**src/rtl/bpcs_pkg.sv**
```systemverilog
package bpcs_pkg;

   localparam int unsigned CNT_W      = 32;
   localparam int unsigned FIFO_DEPTH = 16;
   localparam int unsigned FIFO_AW    = 4;

   // Timebase chain, fastest timebase is CLK itself
   localparam int unsigned FAST_TB_HZ = 80_000_000;
   localparam int unsigned MID_TB_HZ  = 20_000_000;
   localparam int unsigned SLOW_TB_HZ = 100_000;
   localparam int unsigned MID_DIV    = FAST_TB_HZ / MID_TB_HZ;
   localparam int unsigned SLOW_DIV   = MID_TB_HZ / SLOW_TB_HZ;

   localparam logic [1:0] MID_CNT_LAST  = 2'(MID_DIV - 1);
   localparam logic [7:0] SLOW_CNT_LAST = 8'(SLOW_DIV - 1);
   localparam logic [1:0] MID_CNT_RST   = 2'h0;
   localparam logic [7:0] SLOW_CNT_RST  = 8'h00;
   localparam logic [CNT_W-1:0] CNT_RST = 32'h0000_0000;
   localparam logic [CNT_W-1:0] CNT_ONE = 32'h0000_0001;

   typedef enum logic [1:0] {
      BPCS_SRC_EXT,
      BPCS_SRC_FAST,
      BPCS_SRC_MID,
      BPCS_SRC_SLOW
   } bpcs_src_t;

   // Enables of the derived timebases, one-cycle pulses
   typedef struct packed {
      logic mid;
      logic slow;
   } bpcs_tb_t;

   // One measurement handed to the buffer
   typedef struct packed {
      logic [CNT_W-1:0] count;
   } bpcs_meas_t;

endpackage

```
**src/rtl/bpcs_fifo.sv**
```systemverilog
`timescale 1ns/1ps
module bpcs_fifo #(
   parameter int unsigned WIDTH = 32,
   parameter int unsigned DEPTH = 16,
   parameter int unsigned AW    = 4
) (
   // Clock and reset
   input  wire logic             CLK,
   input  wire logic             NRST,
   // Fill side
   input  wire logic             IN_VALID,
   output      logic             IN_READY,
   input  wire logic [WIDTH-1:0] IN_DATA,
   // Drain side
   output      logic             OUT_VALID,
   input  wire logic             OUT_READY,
   output      logic [WIDTH-1:0] OUT_DATA
);
   typedef struct packed {
      logic [DEPTH-1:0][WIDTH-1:0] mem;
      logic [AW-1:0]               wr;
      logic [AW-1:0]               rd;
      logic [AW:0]                 cnt;
   } fifo_st_t;

   fifo_st_t s;
   fifo_st_t next_s;
   logic     push;
   logic     pop;

   assign IN_READY  = (s.cnt != (AW+1)'(DEPTH));
   assign OUT_VALID = (s.cnt != '0);
   assign OUT_DATA  = s.mem[s.rd];
   assign push      = IN_VALID & IN_READY;
   assign pop       = OUT_VALID & OUT_READY;

   always_comb begin
      next_s = s;
      if (push) begin
         next_s.mem[s.wr] = IN_DATA;
         next_s.wr        = AW'((s.wr + 1'b1) % DEPTH);
      end
      if (pop) begin
         next_s.rd = AW'((s.rd + 1'b1) % DEPTH);
      end
      next_s.cnt = s.cnt + (AW+1)'(push) - (AW+1)'(pop);
   end

   always_ff @(posedge CLK or negedge NRST) begin
      if (!NRST) begin
         s <= '0;
      end else begin
         s <= next_s;
      end
   end
endmodule

```
**src/rtl/bpcs_top.sv**
```systemverilog
`timescale 1ns/1ps
module bpcs_top
   import bpcs_pkg::*;
(
   // Clock (fastest timebase) and reset
   input  wire logic             CLK,
   input  wire logic             NRST,
   // Terminals
   input  wire logic             GATE_IN,
   input  wire logic             SOURCE_IN,
   // Static configuration
   input  wire bpcs_src_t        SRC_SEL,
   input  wire logic             AIAO_SLOW_SEL,
   // Timebase enables
   output      bpcs_tb_t         TB_EN,
   output      logic             AIAO_TB_EN,
   // Counter state
   output      logic [CNT_W-1:0] COUNT,
   output      logic             INT_OUT,
   output      logic             OVERRUN,
   // Measurement stream
   output      logic             M_VALID,
   input  wire logic             M_READY,
   output      bpcs_meas_t       M_DATA
);
   typedef struct packed {
      logic             g_s1;
      logic             g_s2;
      logic             g_d;
      logic             x_s1;
      logic             x_s2;
      logic             x_d;
      logic [1:0]       mid_cnt;
      logic [7:0]       slow_cnt;
      logic [CNT_W-1:0] per_cnt;
      logic [CNT_W-1:0] total;
      logic             int_out;
      logic             overrun;
   } top_st_t;

   top_st_t    s;
   top_st_t    next_s;
   logic       gate_rise;
   logic       ext_rise;
   logic       mid_en;
   logic       slow_en;
   logic       src_edge;
   logic       fifo_in_ready;
   bpcs_meas_t fifo_in_data;

   // Edge detectors read only the second synchroniser stage
   assign gate_rise = s.g_s2 & ~s.g_d;
   assign ext_rise  = s.x_s2 & ~s.x_d;

   // Fixed phase: mid enable fires when the divide-by-4 counter wraps
   assign mid_en  = (s.mid_cnt == MID_CNT_LAST);
   assign slow_en = mid_en & (s.slow_cnt == SLOW_CNT_LAST);

   // Counter source select; internal timebases need no synchroniser
   always_comb begin
      case (SRC_SEL)
         BPCS_SRC_EXT:  src_edge = ext_rise;
         BPCS_SRC_FAST: src_edge = 1'b1;
         BPCS_SRC_MID:  src_edge = mid_en;
         BPCS_SRC_SLOW: src_edge = slow_en;
         default:       src_edge = 1'b0;
      endcase
   end

   assign TB_EN.mid  = mid_en;
   assign TB_EN.slow = slow_en;
   assign AIAO_TB_EN = AIAO_SLOW_SEL ? slow_en : mid_en;

   // Gate edge written straight from the fast-timebase detector, never held to a source edge
   assign fifo_in_data.count = s.per_cnt;

   always_comb begin
      next_s        = s;
      // Both terminals synchronised to CLK before any edge logic
      next_s.g_s1   = GATE_IN;
      next_s.g_s2   = s.g_s1;
      next_s.g_d    = s.g_s2;
      next_s.x_s1   = SOURCE_IN;
      next_s.x_s2   = s.x_s1;
      next_s.x_d    = s.x_s2;
      next_s.mid_cnt = (mid_en) ? MID_CNT_RST : 2'(s.mid_cnt + 1'b1);
      if (mid_en) begin
         next_s.slow_cnt = (s.slow_cnt == SLOW_CNT_LAST) ? SLOW_CNT_RST
                                                         : 8'(s.slow_cnt + 1'b1);
      end
      // A source edge coinciding with a gate edge opens the new period
      if (gate_rise) begin
         next_s.per_cnt = src_edge ? CNT_ONE : CNT_RST;
      end else if (src_edge) begin
         next_s.per_cnt = s.per_cnt + CNT_ONE;
      end
      if (src_edge) begin
         next_s.total   = s.total + CNT_ONE;
      end
      // Internal output toggles on counter wrap, in the CLK domain
      next_s.int_out = (src_edge && (s.total == '1)) ? ~s.int_out : s.int_out;
      // Buffer full at a gate edge loses that measurement; flag for one cycle
      next_s.overrun = gate_rise & ~fifo_in_ready;
   end

   always_ff @(posedge CLK or negedge NRST) begin
      if (!NRST) begin
         s <= '0;
      end else begin
         s <= next_s;
      end
   end

   assign COUNT   = s.total;
   assign INT_OUT = s.int_out;
   assign OVERRUN = s.overrun;

   bpcs_fifo #(
      .WIDTH (CNT_W),
      .DEPTH (FIFO_DEPTH),
      .AW    (FIFO_AW)
   ) u_fifo (
      .CLK       (CLK),
      .NRST      (NRST),
      .IN_VALID  (gate_rise),
      .IN_READY  (fifo_in_ready),
      .IN_DATA   (fifo_in_data),
      .OUT_VALID (M_VALID),
      .OUT_READY (M_READY),
      .OUT_DATA  (M_DATA)
   );

   // Checks
   chk_gate_write: assert property (@(posedge CLK) disable iff (!NRST)
      gate_rise && fifo_in_ready |=> M_VALID)
      else $error("gate edge did not reach the buffer");

   chk_period_value: assert property (@(posedge CLK) disable iff (!NRST)
      gate_rise |=> s.per_cnt == ($past(src_edge) ? CNT_ONE : CNT_RST))
      else $error("period count not restarted at gate edge");

   chk_gate_sync: assert property (@(posedge CLK) disable iff (!NRST)
      $rose(s.g_s1) |=> gate_rise)
      else $error("gate edge not seen two cycles after capture");

   chk_zero_store: assert property (@(posedge CLK) disable iff (!NRST)
      gate_rise ##1 (!src_edge && !gate_rise)[*2] ##1 gate_rise |-> fifo_in_data.count == CNT_RST)
      else $error("empty period not stored as zero");

   chk_single_inc: assert property (@(posedge CLK) disable iff (!NRST)
      src_edge && !gate_rise |=> s.per_cnt == $past(s.per_cnt) + CNT_ONE)
      else $error("period count did not step by one");

   chk_long_pulse: assert property (@(posedge CLK) disable iff (!NRST)
      ext_rise |=> !ext_rise)
      else $error("one source pulse gave two edges");

   chk_total_step: assert property (@(posedge CLK) disable iff (!NRST)
      COUNT == $past(COUNT) + ($past(src_edge) ? CNT_ONE : CNT_RST))
      else $error("count moved without a source edge");

   chk_fast_source: assert property (@(posedge CLK) disable iff (!NRST)
      SRC_SEL == BPCS_SRC_FAST |-> src_edge)
      else $error("fast timebase not counted every cycle");

   chk_mid_period: assert property (@(posedge CLK) disable iff (!NRST)
      mid_en |=> !mid_en[*3] ##1 mid_en)
      else $error("mid timebase not one in four");

   chk_slow_on_mid: assert property (@(posedge CLK) disable iff (!NRST)
      slow_en |-> mid_en && s.slow_cnt == SLOW_CNT_LAST)
      else $error("slow timebase out of phase");

   chk_aiao_origin: assert property (@(posedge CLK) disable iff (!NRST)
      AIAO_TB_EN == (AIAO_SLOW_SEL ? TB_EN.slow : TB_EN.mid))
      else $error("analog timing origin wrong");

   cov_zero_period: cover property (@(posedge CLK) disable iff (!NRST)
      gate_rise && fifo_in_data.count == CNT_RST);
   cov_ext_count: cover property (@(posedge CLK) disable iff (!NRST)
      SRC_SEL == BPCS_SRC_EXT && ext_rise ##[1:50] gate_rise);
   cov_overrun: cover property (@(posedge CLK) disable iff (!NRST) OVERRUN);
endmodule

```
**config.mk**
```make
export PLATFORM = sky130hd
export DESIGN_NAME = bpcs_top
export DESIGN_NICKNAME = d
export VERILOG_FILES = /design/src/rtl/bpcs_pkg.sv /design/src/rtl/bpcs_fifo.sv /design/src/rtl/bpcs_top.sv
export SDC_FILE = /design/constraint.sdc
export NUM_CORES = 1
export LEC_CHECK = 0
export CAP_MARGIN = 40
export CORE_MARGIN = 2
export CORE_UTILIZATION = 29
export CTS_CLUSTER_SIZE = 10
export DETAILED_ROUTE_END_ITERATION = 16
export DONT_BUFFER_PORTS = 1
export GPL_ROUTABILITY_DRIVEN = 0
export GPL_TIMING_DRIVEN = 0
export PLACE_DENSITY = 0.46
export RECOVER_POWER = 25
export SKIP_CTS_REPAIR_TIMING = 1
export SLEW_MARGIN = 30
export SYNTH_ARGS = -nofsm -noshare
export SYNTH_HDL_FRONTEND = slang
export SYNTH_HIERARCHICAL = 1
export SYNTH_SLANG_ARGS = --single-unit
```
**constraint.sdc**
```tcl
create_clock -name CLK -period 5.75 [get_ports CLK]
set_input_delay 0.8625 -clock CLK [delete_from_list [all_inputs] [get_ports CLK]]
set_output_delay 0.8625 -clock CLK [all_outputs]
set_load 0.05 [all_outputs]
```
* After elaboration in Yosys (flattened, before gate mapping)
Cells that the tools add are included.
** Storage, ports and cells
- Input bits :: 8
- Output and inout bits :: 70
- Register bits after elaboration :: 607
** Cells by class
- Equal/unequal tests :: 7
- $lt $le $gt $ge :: 3
- Reduce and logical (&&, ||, !) cells :: 5
- Add/sub/neg operators :: 8
- Mux-type cells :: 12
- Bitwise gates (word level) :: 10
** Operator list (number)
- $bwmux W512 :: 1
- $bmux W32 S4 :: 1
- $demux W32 S4 :: 1
- $mux W32 :: 4
- $add A32 B1 Y32 const B :: 2
- $eq A32 B32 Y1 const B :: 1
- $lt A4 B5 Y1 const B :: 2
- $add A4 B1 Y4 const B :: 2
- $add A8 B1 Y8 const B :: 1
- $eq A8 B8 Y1 const B :: 1
- $mux W8 :: 1
- $and A1 B1 Y1 :: 6
- $eq A2 B2 Y1 const B :: 3
- $add A5 B1 Y5 :: 1
- $ne A5 B5 Y1 const B :: 1
- $reduce_bool A5 Y1 :: 1
- $sub A5 B1 Y5 :: 1
- $ge A4 B1 Y1 const B :: 1
- $not A1 Y1 :: 4
- $pmux W1 S4 :: 1
- $add A2 B1 Y2 const B :: 1
- $eq A2 B1 Y1 const B :: 1
- $logic_and A1 B1 Y1 :: 2
- $logic_not A2 Y1 :: 1
- other kinds (3) :: 4

* Logic depth before layout (Yosys ltp)
Gate-level depths: netlist of run 1.
- Depth in word-level cells :: 5
- Mapped depth :: 17
- Gate-level depth less buffers :: 13

* By module
Netlist of run 1, hierarchy kept.
** By module, submodules not included
- bpcs_fifo :: area an instance 24120.6 um^2, seq. area each 13137.6 um^2, cells each 1599, instances 1
- bpcs_top :: area an instance 4229.1 um^2, seq. area each 2052.0 um^2, cells each 424, instances 1

* Least setup slack after synthesis of run 1
No wires, ideal clock.
- Path kind :: flip-flop to flip-flop
- Start point :: register, netlist name s[79]
- End point :: register u_fifo/s[4] in the netlist's numbering
- Library setup time :: 0.123 ns
- Period minus slack after synthesis :: 3.134 ns
- Required time :: 5.627 ns
- Arrival time :: 3.011 ns
- Path slack :: 2.616 ns
- Cell stages (with the launch flop) :: 18
- Path through :: dfrtp_1 -> nand2b_1 -> clkbuf_1 -> inv_1 -> clkbuf_1 -> buf_1 -> and2_4 -> buf_6 -> buf_6 -> inv_1 -> ha_1 -> inv_1 -> ha_1 -> fa_1 -> a21oi_1 -> nor2_1 -> nor2_1 -> xnor2_1
** RTL lines
- end signal: assignment :: line bpcs_fifo.sv:53 : s <= next_s;
- end: declaration :: line bpcs_fifo.sv:26 : fifo_st_t s;

==> impl_metrics.sql, run 1 <==
INSERT INTO impl_metrics (metric_group, metric, value, unit) VALUES
('synth', 'netlist_area', '28350', 'µm²'),
('die', 'placementRows', '114', ''),
('global_routing', 'track_usage', '16.50', '%'),
('route', 'avgViaCountPerCell', '5.039', ''),
('die', 'i_o_pin_cnt', '78', ''),
('layout', 'layout-drive-gt1-share', '35.59', '%'),
('synth', 'synth.largest_area_cell', 'sky130_fd_sc_hd__dfrtp_1', ''),
('place', 'placement.io_buffers', '0', ''),
('clocking', 'clkTransAtPathRegs', '0.05', 'ns'),
('route', 'dr_drc_count', '0', ''),
('global_routing', 'via_count_of_the_first_global_routing_pass', '18070', ''),
('clocking', 'max-clock-path-buffers', '3', ''),
('timing', 'slew_headroom', '-182.1', '%'),
('timing', 'grt_setup_unrepaired', 'false', ''),
('timing', 'layout_worst_path_cycle_share', '74.70', '%'),
('synth', 'asyncSetResetFlopFracSynth', '100.0', '%'),
('route', 'detail_route.iter0.violations', '1092', ''),
('synth', 'ys.warnings.count', '6', ''),
('synth', 'post_synth_edffs', '0', ''),
('clocking', 'cts_inserted_buffers', '73', ''),
('route', 'ant_nets', '0', ''),
('die', 'initial_core_util', '29.27', '%'),
('synth', 'ys.flop_type', 'sky130_fd_sc_hd__dfrtp_1', ''),
('clocking', 'cts_num_sinks', '607', ''),
('worst_setup_path', 'launch_point_of_the_worst_path', 's[79]$_DFF_PN0_', ''),
('run_status', 'violated_checks', 'capacitance limit, slew limit', ''),
('global_routing', 'grt_start_max_net_pins', '608', ''),
('timing', 'fmaxAchievable', '0.2328', 'GHz'),
('synth', 'postSynthNetCount', '2047', ''),
('worst_setup_path', 'criticalPathCategory', 'flip-flop to flip-flop', ''),
('flow_run', 'maxCapViolations', '1', ''),
('timing', 'timing.final.hold_violations', '0', ''),
('worst_setup_path', 'critPathRequiredTime', '6.27', 'ns'),
('timing', 'drv_slew', '514', ''),
('synth', 'count_of_cell_types_in_the_netlist', '56', ''),
('synth', 'synthTopCellsByArea', 'sky130_fd_sc_hd__dfrtp_1 54%, sky130_fd_sc_hd__mux2_2 17%, sky130_fd_sc_hd__mux4_2 5.1%', ''),
('global_routing', 'grt.overflow.total', '0', ''),
('synth', 'synth_area_per_cell', '14.01', 'µm²'),
('worst_setup_path', 'worstPathMaxFanout', '10', ''),
('timing', 'slew_worst_pin', '4.232', 'ns'),
('layout', 'flow.area_growth_from_synthesis', '13.50', '%'),
('clocking', 'tritoncts', 'built', ''),
('run_status', 'outcome', 'complete, but fails checks', ''),
('timing', 'timing.clock.skew', '0.02194', 'ns'),
('route', 'detailroute.via_count', '17210', ''),
('worst_setup_path', 'timing.rr.start', 's[79]$_DFF_PN0_', ''),
('route', 'wl', '82170', 'µm'),
('timing', 'finalSetupViolations', '0', ''),
('clocking', 'clk_root_buffer_cell', 'sky130_fd_sc_hd__clkbuf_16', ''),
('global_routing', 'grt_pass1_wl', '121500', 'µm'),
('layout', 'fillerInstances', '9382', ''),
('timing', 'setup_tns', '0', 'ns'),
('route', 'detail_route.wl_per_cell', '24.06', 'µm'),
('synth', 'synth_cells', '2023', ''),
('place', 'dp_cells', '3310', ''),
('synth', 'yosys_register_bits', '607', ''),
('clocking', 'clkLatencyLatePin', '0.60', 'ns'),
('synth', 'yosysSeqAreaShare', '53.58', '%'),
('power', 'leakagePower', '15.29', 'nW'),
('route', 'drt_pass1_iterations', '4', ''),
('layout', 'finalNonFillerCells', '3415', ''),
('die', 'fp.dieH', '316.7', 'µm'),
('power', 'peakVddDrop', '0.1909', 'mV'),
('die', 'floorplan.die.width', '316.7', 'µm'),
('hold_path', 'hold_class', 'input port to asynchronous set/reset pin', ''),
('die', 'dieArea', '100300', 'µm²'),
('power', 'p_per_area', '407.7', 'nW/µm²'),
('timing', 'layout_min_cycle_time', '4.295', 'ns'),
('place', 'hpwlAfterDp', '53050', 'µm'),
('worst_setup_path', 'arrival', '4.81', 'ns'),
('die', 'floorplan.core_area', '96850', 'µm²'),
('synth', 'synth_top_area_share', '53.58', '%'),
('worst_setup_path', 'critPathCaptureType', 'flip-flop', ''),
('global_routing', 'antenna_found_initial', '0', ''),
('layout', 'num-nets-final', '2137', ''),
('clocking', 'clock_tree.htree_level_count', '3', ''),
('worst_setup_path', 'crit_path_start_kind', 'flip-flop', ''),
('power', 'total_power', '13.12', 'mW');
[power by group]
group / switching (mW) / internal, mW
sequential: 0.223 / 4.56
combinational: 2.90 / 1.27
clock: 1.73 / 2.43
total: 4.85 / 8.27
[critical path, cell delays in order (launching register included)]
cell                       delay, ns
sky130_fd_sc_hd__dfrtp_1        0.34
sky130_fd_sc_hd__nand2b_1       0.13
sky130_fd_sc_hd__clkbuf_1       0.29
sky130_fd_sc_hd__inv_1          0.15
sky130_fd_sc_hd__clkbuf_1       0.64
sky130_fd_sc_hd__buf_1          0.59
sky130_fd_sc_hd__and2_4         0.30
sky130_fd_sc_hd__buf_6          0.13
sky130_fd_sc_hd__buf_6          0.18
sky130_fd_sc_hd__inv_1          0.07
sky130_fd_sc_hd__ha_1           0.27
sky130_fd_sc_hd__inv_1          0.04
sky130_fd_sc_hd__ha_1           0.20
sky130_fd_sc_hd__fa_1           0.40
sky130_fd_sc_hd__a21oi_1        0.18
sky130_fd_sc_hd__nor2_1         0.06
sky130_fd_sc_hd__nor2_1         0.12
sky130_fd_sc_hd__xnor2_1        0.13
[worst paths after layout]
path                       slack, ns  cells after the start                         to
max                             1.45                     17      u_fifo/s[4]$_DFF_PN0_
max in group asynchronous       1.56                      1  u_fifo/s[128]$_DFFE_PN0P_
min reg2reg                     0.38                      0            s[76]$_DFF_PN0_
min                             0.07                      0  u_fifo/s[456]$_DFFE_PN0P_
min in group CLK                0.29                      0       next_s[80]$_DFF_PN0_
max reg2reg                     1.45                     17      u_fifo/s[4]$_DFF_PN0_
[placed cells by master, fill, tap and decap left out, types with 4 or more instances in the layout]
| cell | instances |
|---|---|
| sky130_fd_sc_hd__a21oi_1 | 14 |
| sky130_fd_sc_hd__a221oi_1 | 64 |
| sky130_fd_sc_hd__a22oi_1 | 32 |
| sky130_fd_sc_hd__and2_1 | 4 |
| sky130_fd_sc_hd__and3_1 | 9 |
| sky130_fd_sc_hd__buf_1 | 12 |
| sky130_fd_sc_hd__buf_2 | 56 |
| sky130_fd_sc_hd__buf_4 | 52 |
| sky130_fd_sc_hd__buf_6 | 17 |
| sky130_fd_sc_hd__clkbuf_1 | 72 |
| sky130_fd_sc_hd__clkbuf_16 | 77 |
| sky130_fd_sc_hd__clkbuf_2 | 5 |
| sky130_fd_sc_hd__clkbuf_8 | 4 |
| sky130_fd_sc_hd__dfrtp_1 | 607 |
| sky130_fd_sc_hd__ha_1 | 15 |
| sky130_fd_sc_hd__inv_1 | 16 |
| sky130_fd_sc_hd__mux2_1 | 52 |
| sky130_fd_sc_hd__mux2_2 | 431 |
| sky130_fd_sc_hd__mux2_4 | 30 |
| sky130_fd_sc_hd__mux2i_1 | 129 |
| sky130_fd_sc_hd__mux4_2 | 64 |
| sky130_fd_sc_hd__nand2_1 | 73 |
| sky130_fd_sc_hd__nand2b_1 | 5 |
| sky130_fd_sc_hd__nand3_1 | 30 |
| sky130_fd_sc_hd__nand3_4 | 4 |
| sky130_fd_sc_hd__nand4_1 | 20 |
| sky130_fd_sc_hd__nor2_1 | 40 |
| sky130_fd_sc_hd__nor3_1 | 8 |
| sky130_fd_sc_hd__nor4_1 | 10 |
| sky130_fd_sc_hd__o2111ai_1 | 8 |
| sky130_fd_sc_hd__o211ai_1 | 12 |
| sky130_fd_sc_hd__o21a_1 | 4 |
| sky130_fd_sc_hd__o21ai_0 | 44 |
| sky130_fd_sc_hd__or3_1 | 6 |
| sky130_fd_sc_hd__or4_1 | 6 |
| sky130_fd_sc_hd__xnor2_1 | 33 |
| sky130_fd_sc_hd__xor2_1 | 32 |
[cell usage after synthesis (2+ instances only)]
cell type and n:
sky130_fd_sc_hd__o21a_1 4, sky130_fd_sc_hd__o2111ai_1 8, sky130_fd_sc_hd__and2_1 4, sky130_fd_sc_hd__nor2b_1 3, sky130_fd_sc_hd__mux2_1 52, sky130_fd_sc_hd__nor3_1 8, sky130_fd_sc_hd__mux4_2 64, sky130_fd_sc_hd__o211ai_1 12
sky130_fd_sc_hd__inv_1 16, sky130_fd_sc_hd__mux2_2 431, sky130_fd_sc_hd__and3_1 9, sky130_fd_sc_hd__nor4_1 11, sky130_fd_sc_hd__or3_1 6, sky130_fd_sc_hd__buf_2 55, sky130_fd_sc_hd__o31a_1 2, sky130_fd_sc_hd__mux2_4 30
sky130_fd_sc_hd__xnor2_1 33, sky130_fd_sc_hd__and4_1 2, sky130_fd_sc_hd__nand4_1 20, sky130_fd_sc_hd__buf_4 51, sky130_fd_sc_hd__nand2_1 73, sky130_fd_sc_hd__nand3_1 30, sky130_fd_sc_hd__a221oi_1 64, sky130_fd_sc_hd__buf_6 12
sky130_fd_sc_hd__xor2_1 32, sky130_fd_sc_hd__nor4_4 2, sky130_fd_sc_hd__buf_1 12, sky130_fd_sc_hd__mux2i_1 129, sky130_fd_sc_hd__o21ai_1 3, sky130_fd_sc_hd__or4_1 6, sky130_fd_sc_hd__o21ai_0 44, sky130_fd_sc_hd__nand3_4 4
sky130_fd_sc_hd__dfrtp_1 607, sky130_fd_sc_hd__ha_1 15, sky130_fd_sc_hd__o31ai_1 3, sky130_fd_sc_hd__a21oi_1 14, sky130_fd_sc_hd__a22oi_1 32, sky130_fd_sc_hd__clkbuf_1 59, sky130_fd_sc_hd__nor2_1 40, sky130_fd_sc_hd__nand2b_1 5
[state kept, by name, indices dropped and copies added, names as in the netlist]
signal	count
COUNT	32
next_s	4
OVERRUN	1
u_fifo/s	525
fifo_in_data	32
INT_OUT	1
s	12
[routing by layer]
metal	track usage (%)	wire length [µm]	up-vias
met2	26.30	38510	308
met4	4.846	2056	0
li1	-	-	7580
met5	0	0	-
met3	3.035	3589	110
met1	22.90	38010	9209
[cell type report]
class,count,area (µm²),area share [%]
multi-input combinational,1211,12050,37.44
antenna,1,2.502,0.007777
buffer,189,1065,3.309
clock buffer,96,2028,6.303
clock inverter,4,31.28,0.09722
inverter,16,60.06,0.1867
sequential,607,15190,47.21
tap,1276,1597,4.962
timing repair buffer,15,156.4,0.4861
[cells by family after synthesis]
family / synth area share [%]
multiplexers: 30.41
flip-flops: 53.58
XOR/XNOR: 2.008
AO/OA/AOI/OAI: 4.952
adder cells (fa/ha/maj): 0.7326
buffers and inverters: 3.950
AND/OR/NAND/NOR: 4.365
[stage by stage]
step           worst slack [ns]  util, %  area (µm²)  hold WS (ns)
2_1_floorplan             2.616        -       28350        0.3312
3_3_place_gp              1.536    30.92       29950        0.3660
3_5_place_dp              1.552    31.06       30080        0.3638
4_1_cts                   1.510    33.18       32140      -0.03468
5_1_grt                  0.7161    33.22       32170       0.03319
6_report                  1.455    33.22       32180       0.06922
Note: power is estimated with default switching activity, not from simulation.
==> inputs of run 2 (changes only) <==
- PLACE_DENSITY: 0.46 -> 0.47
- clock period: 5.75 -> 3.5 ns (I/O delays scaled with it)
==> impl_metrics.sql, run 2 (synthesis gave the netlist of run 1 again) <==
INSERT INTO impl_metrics (metric_group, metric, value, unit) VALUES
('worst_setup_path', 'critPathCaptureType', 'output pin', ''),
('clocking', 'clkLatencyLatePin', '0.62', 'ns'),
('layout', 'most_frequent_standard_cell_in_the_layout_excluding_fill_and_tap_cells', 'sky130_fd_sc_hd__dfrtp_1', ''),
('die', 'dieArea', '100300', 'µm²'),
('power', 'intPower', '13.77', 'mW'),
('route', 'detailroute.via_count', '17280', ''),
('global_routing', 'grt_start_max_net_pins', '608', ''),
('clocking', 'clock_tree.htree_level_count', '3', ''),
('global_routing', 'grt.overflow.total', '0', ''),
('timing', 'timing.final.hold_violations', '49', ''),
('worst_setup_path', 'critPathRequiredTime', '2.97', 'ns'),
('hold_path', 'hold_class', 'input port to asynchronous set/reset pin', ''),
('global_routing', 'groute.layer.met2.usage', '26.33', '%'),
('timing', 'layout_min_cycle_time', '3.422', 'ns'),
('power', 'peakVddDrop', '0.4183', 'mV'),
('die', 'placementRows', '114', ''),
('layout', 'num-nets-final', '2144', ''),
('route', 'avgViaCountPerCell', '5.041', ''),
('global_routing', 'grt.busiest_layer', 'met2', ''),
('die', 'floorplan.core_area', '96850', 'µm²'),
('die', 'initial_core_util', '29.27', '%'),
('layout', 'finalInstanceArea', '32550', 'µm²'),
('die', 'floorplan.die.width', '316.7', 'µm'),
('place', 'placement.setup.worst_slack', '-0.6699', 'ns'),
('place', 'placement.cell_area', '30030', 'µm²'),
('power', 'power.sequential.fraction', '35.8', '%'),
('global_routing', 'grt.met3_usage', '3.270', '%'),
('place', 'hpwlAfterDp', '52540', 'µm'),
('timing', 'slew_headroom', '-34.85', '%'),
('timing', 'fmaxAchievable', '0.2922', 'GHz'),
('global_routing', 'grt_pass1_wl', '121300', 'µm'),
('worst_setup_path', 'arrival', '2.90', 'ns'),
('route', 'drt_pass1_iterations', '5', ''),
('clocking', 'cts_num_sinks', '607', ''),
('global_routing', 'track_usage', '16.41', '%'),
('place', 'placement.io_buffers', '0', ''),
('layout', 'fillerInstances', '9439', ''),
('timing', 'setup_tns', '0', 'ns'),
('power', 'p_per_area', '675.8', 'nW/µm²'),
('flow_run', 'maxCapViolations', '1', ''),
('run_status', 'outcome', 'complete, but fails checks', ''),
('route', 'detail_route.wl_per_cell', '23.83', 'µm'),
('worst_setup_path', 'worstPathMaxFanout', '10', ''),
('worst_setup_path', 'criticalPathCategory', 'flip-flop to output pin', ''),
('timing', 'slew_worst_pin', '2.023', 'ns'),
('die', 'fp.dieH', '316.7', 'µm'),
('clocking', 'tritoncts', 'built', ''),
('power', 'clock_power_share', '31.8', '%'),
('power', 'p_sw_share', '37.40', '%'),
('clocking', 'clk_root_buffer_cell', 'sky130_fd_sc_hd__clkbuf_16', ''),
('layout', 'layout.cells.most_common_list', '607 x sky130_fd_sc_hd__dfrtp_1, 431 x sky130_fd_sc_hd__mux2_2, 129 x sky130_fd_sc_hd__mux2i_1', ''),
('timing', 'finalSetupViolations', '0', ''),
('route', 'wl', '81680', 'µm'),
('power', 'power.switching', '8.226', 'mW'),
('timing', 'layout_worst_path_cycle_share', '97.77', '%'),
('route', 'ant_nets', '0', ''),
('timing', 'grt_setup_unrepaired', 'true', ''),
('run_status', 'violated_checks', 'hold timing, capacitance limit, slew limit', ''),
('power', 'combinationalPowerShare', '32.4', '%'),
('power', 'leakagePower', '15.43', 'nW'),
('global_routing', 'grt.met1_usage', '22.20', '%'),
('route', 'dr_drc_count', '0', ''),
('timing', 'timing.clock.skew', '0.02558', 'ns'),
('clocking', 'cts_inserted_buffers', '74', ''),
('worst_setup_path', 'crit_path_start_kind', 'flip-flop', ''),
('global_routing', 'via_count_of_the_first_global_routing_pass', '18050', ''),
('timing', 'post-route-worst-setup-slack', '0.07788', 'ns'),
('clocking', 'clkTransAtPathRegs', '0.05', 'ns'),
('global_routing', 'antenna_found_initial', '3', ''),
('die', 'i_o_pin_cnt', '78', ''),
('layout', 'flow.area_growth_from_synthesis', '14.81', '%'),
('layout', 'layout-drive-gt1-share', '38.49', '%'),
('clocking', 'max-clock-path-buffers', '3', ''),
('timing', 'holdWs', '-0.09923', 'ns'),
('route', 'detail_route.iter0.violations', '1049', ''),
('layout', 'flip_flop_count_of_the_largest_register_after_layout', '525', ''),
('timing', 'drv_slew', '138', ''),
('layout', 'largest-register', 'u_fifo/s', '');
-- run 2: cell types whose count changed in the layout (fill, tap and decap cells not counted), moves of 8 or more --
cell,previous run,this run
sky130_fd_sc_hd__nand2_1,73,43
sky130_fd_sc_hd__nand2_2,0,30
sky130_fd_sc_hd__clkbuf_8,4,12
sky130_fd_sc_hd__clkbuf_2,5,16
sky130_fd_sc_hd__buf_2,56,45
sky130_fd_sc_hd__buf_1,12,2
sky130_fd_sc_hd__a221oi_2,0,8
sky130_fd_sc_hd__a221oi_1,64,56
sky130_fd_sc_hd__clkbuf_4,0,13
-- run 2: final timing paths --
path,start,endpoint,slack (ns),cells past startpoint
setup reg to reg,u_fifo/s[2]$_DFF_PN0_,u_fifo/s[4]$_DFF_PN0_,0.30,13
hold reg to reg,next_s[77]$_DFF_PN0_,next_s[76]$_DFF_PN0_,0.34,0
min in group CLK,next_s[77]$_DFF_PN0_,next_s[76]$_DFF_PN0_,0.34,0
setup / recovery,u_fifo/s[7]$_DFFE_PN0P_,M_DATA[0],0.08,7
max in group asynchronous,NRST,u_fifo/s[510]$_DFFE_PN0P_,0.66,3
hold / removal,NRST,COUNT[3]$_DFFE_PN0P_,-0.1,1
-- run 2: per-stage QoR --
step	cells	power [mW]	utilization [%]
final	3428	22.00	33.61
after global routing	3428	23.03	33.61
after CTS	3414	21.97	33.23
after detailed placement	3307	14.84	31.01
after global placement	3299	14.70	30.92
after floorplan	2023	12.61	-
-- run 2: routing by layer --
layer	wire length (µm)	part of all wire, %	vias up
met1	37050	45	9219
met3	3872	4.7	114
met2	38670	47	331
li1	-	-	7618
met4	2089	2.6	0
met5	0	0	-
-- run 2: power groups by stage --
stage	clock [mW]	combinational, mW	sequential, mW
2_1_floorplan	0	4.77	7.84
3_3_place_gp	0	6.76	7.94
3_5_place_dp	0	6.87	7.97
4_1_cts	7.24	6.88	7.85
5_1_grt	7.55	7.55	7.93
6_report	7.00	7.12	7.88
-- run 2: final cells by class --
class	instances	area [µm²]	area share (%)
tap	1276	1597	4.905
inverter	16	63.81	0.1960
antenna	1	2.502	0.007688
buffer	185	1097	3.371
clock buffer	100	2069	6.358
clock inverter	7	82.58	0.2537
timing repair buffer	25	271.5	0.8342
sequential	607	15190	46.67
multi-input combinational	1211	12180	37.41
-- run 2: worst max-delay path, stage by stage, from the launching register on --
cell and delay, ns:
sky130_fd_sc_hd__dfrtp_1 0.49, sky130_fd_sc_hd__and2_1 0.22, sky130_fd_sc_hd__buf_2 0.21, sky130_fd_sc_hd__buf_1 0.18, sky130_fd_sc_hd__buf_4 0.21, sky130_fd_sc_hd__a221oi_1 0.47
sky130_fd_sc_hd__o21ai_0 0.18, sky130_fd_sc_hd__nand2_2 0.32
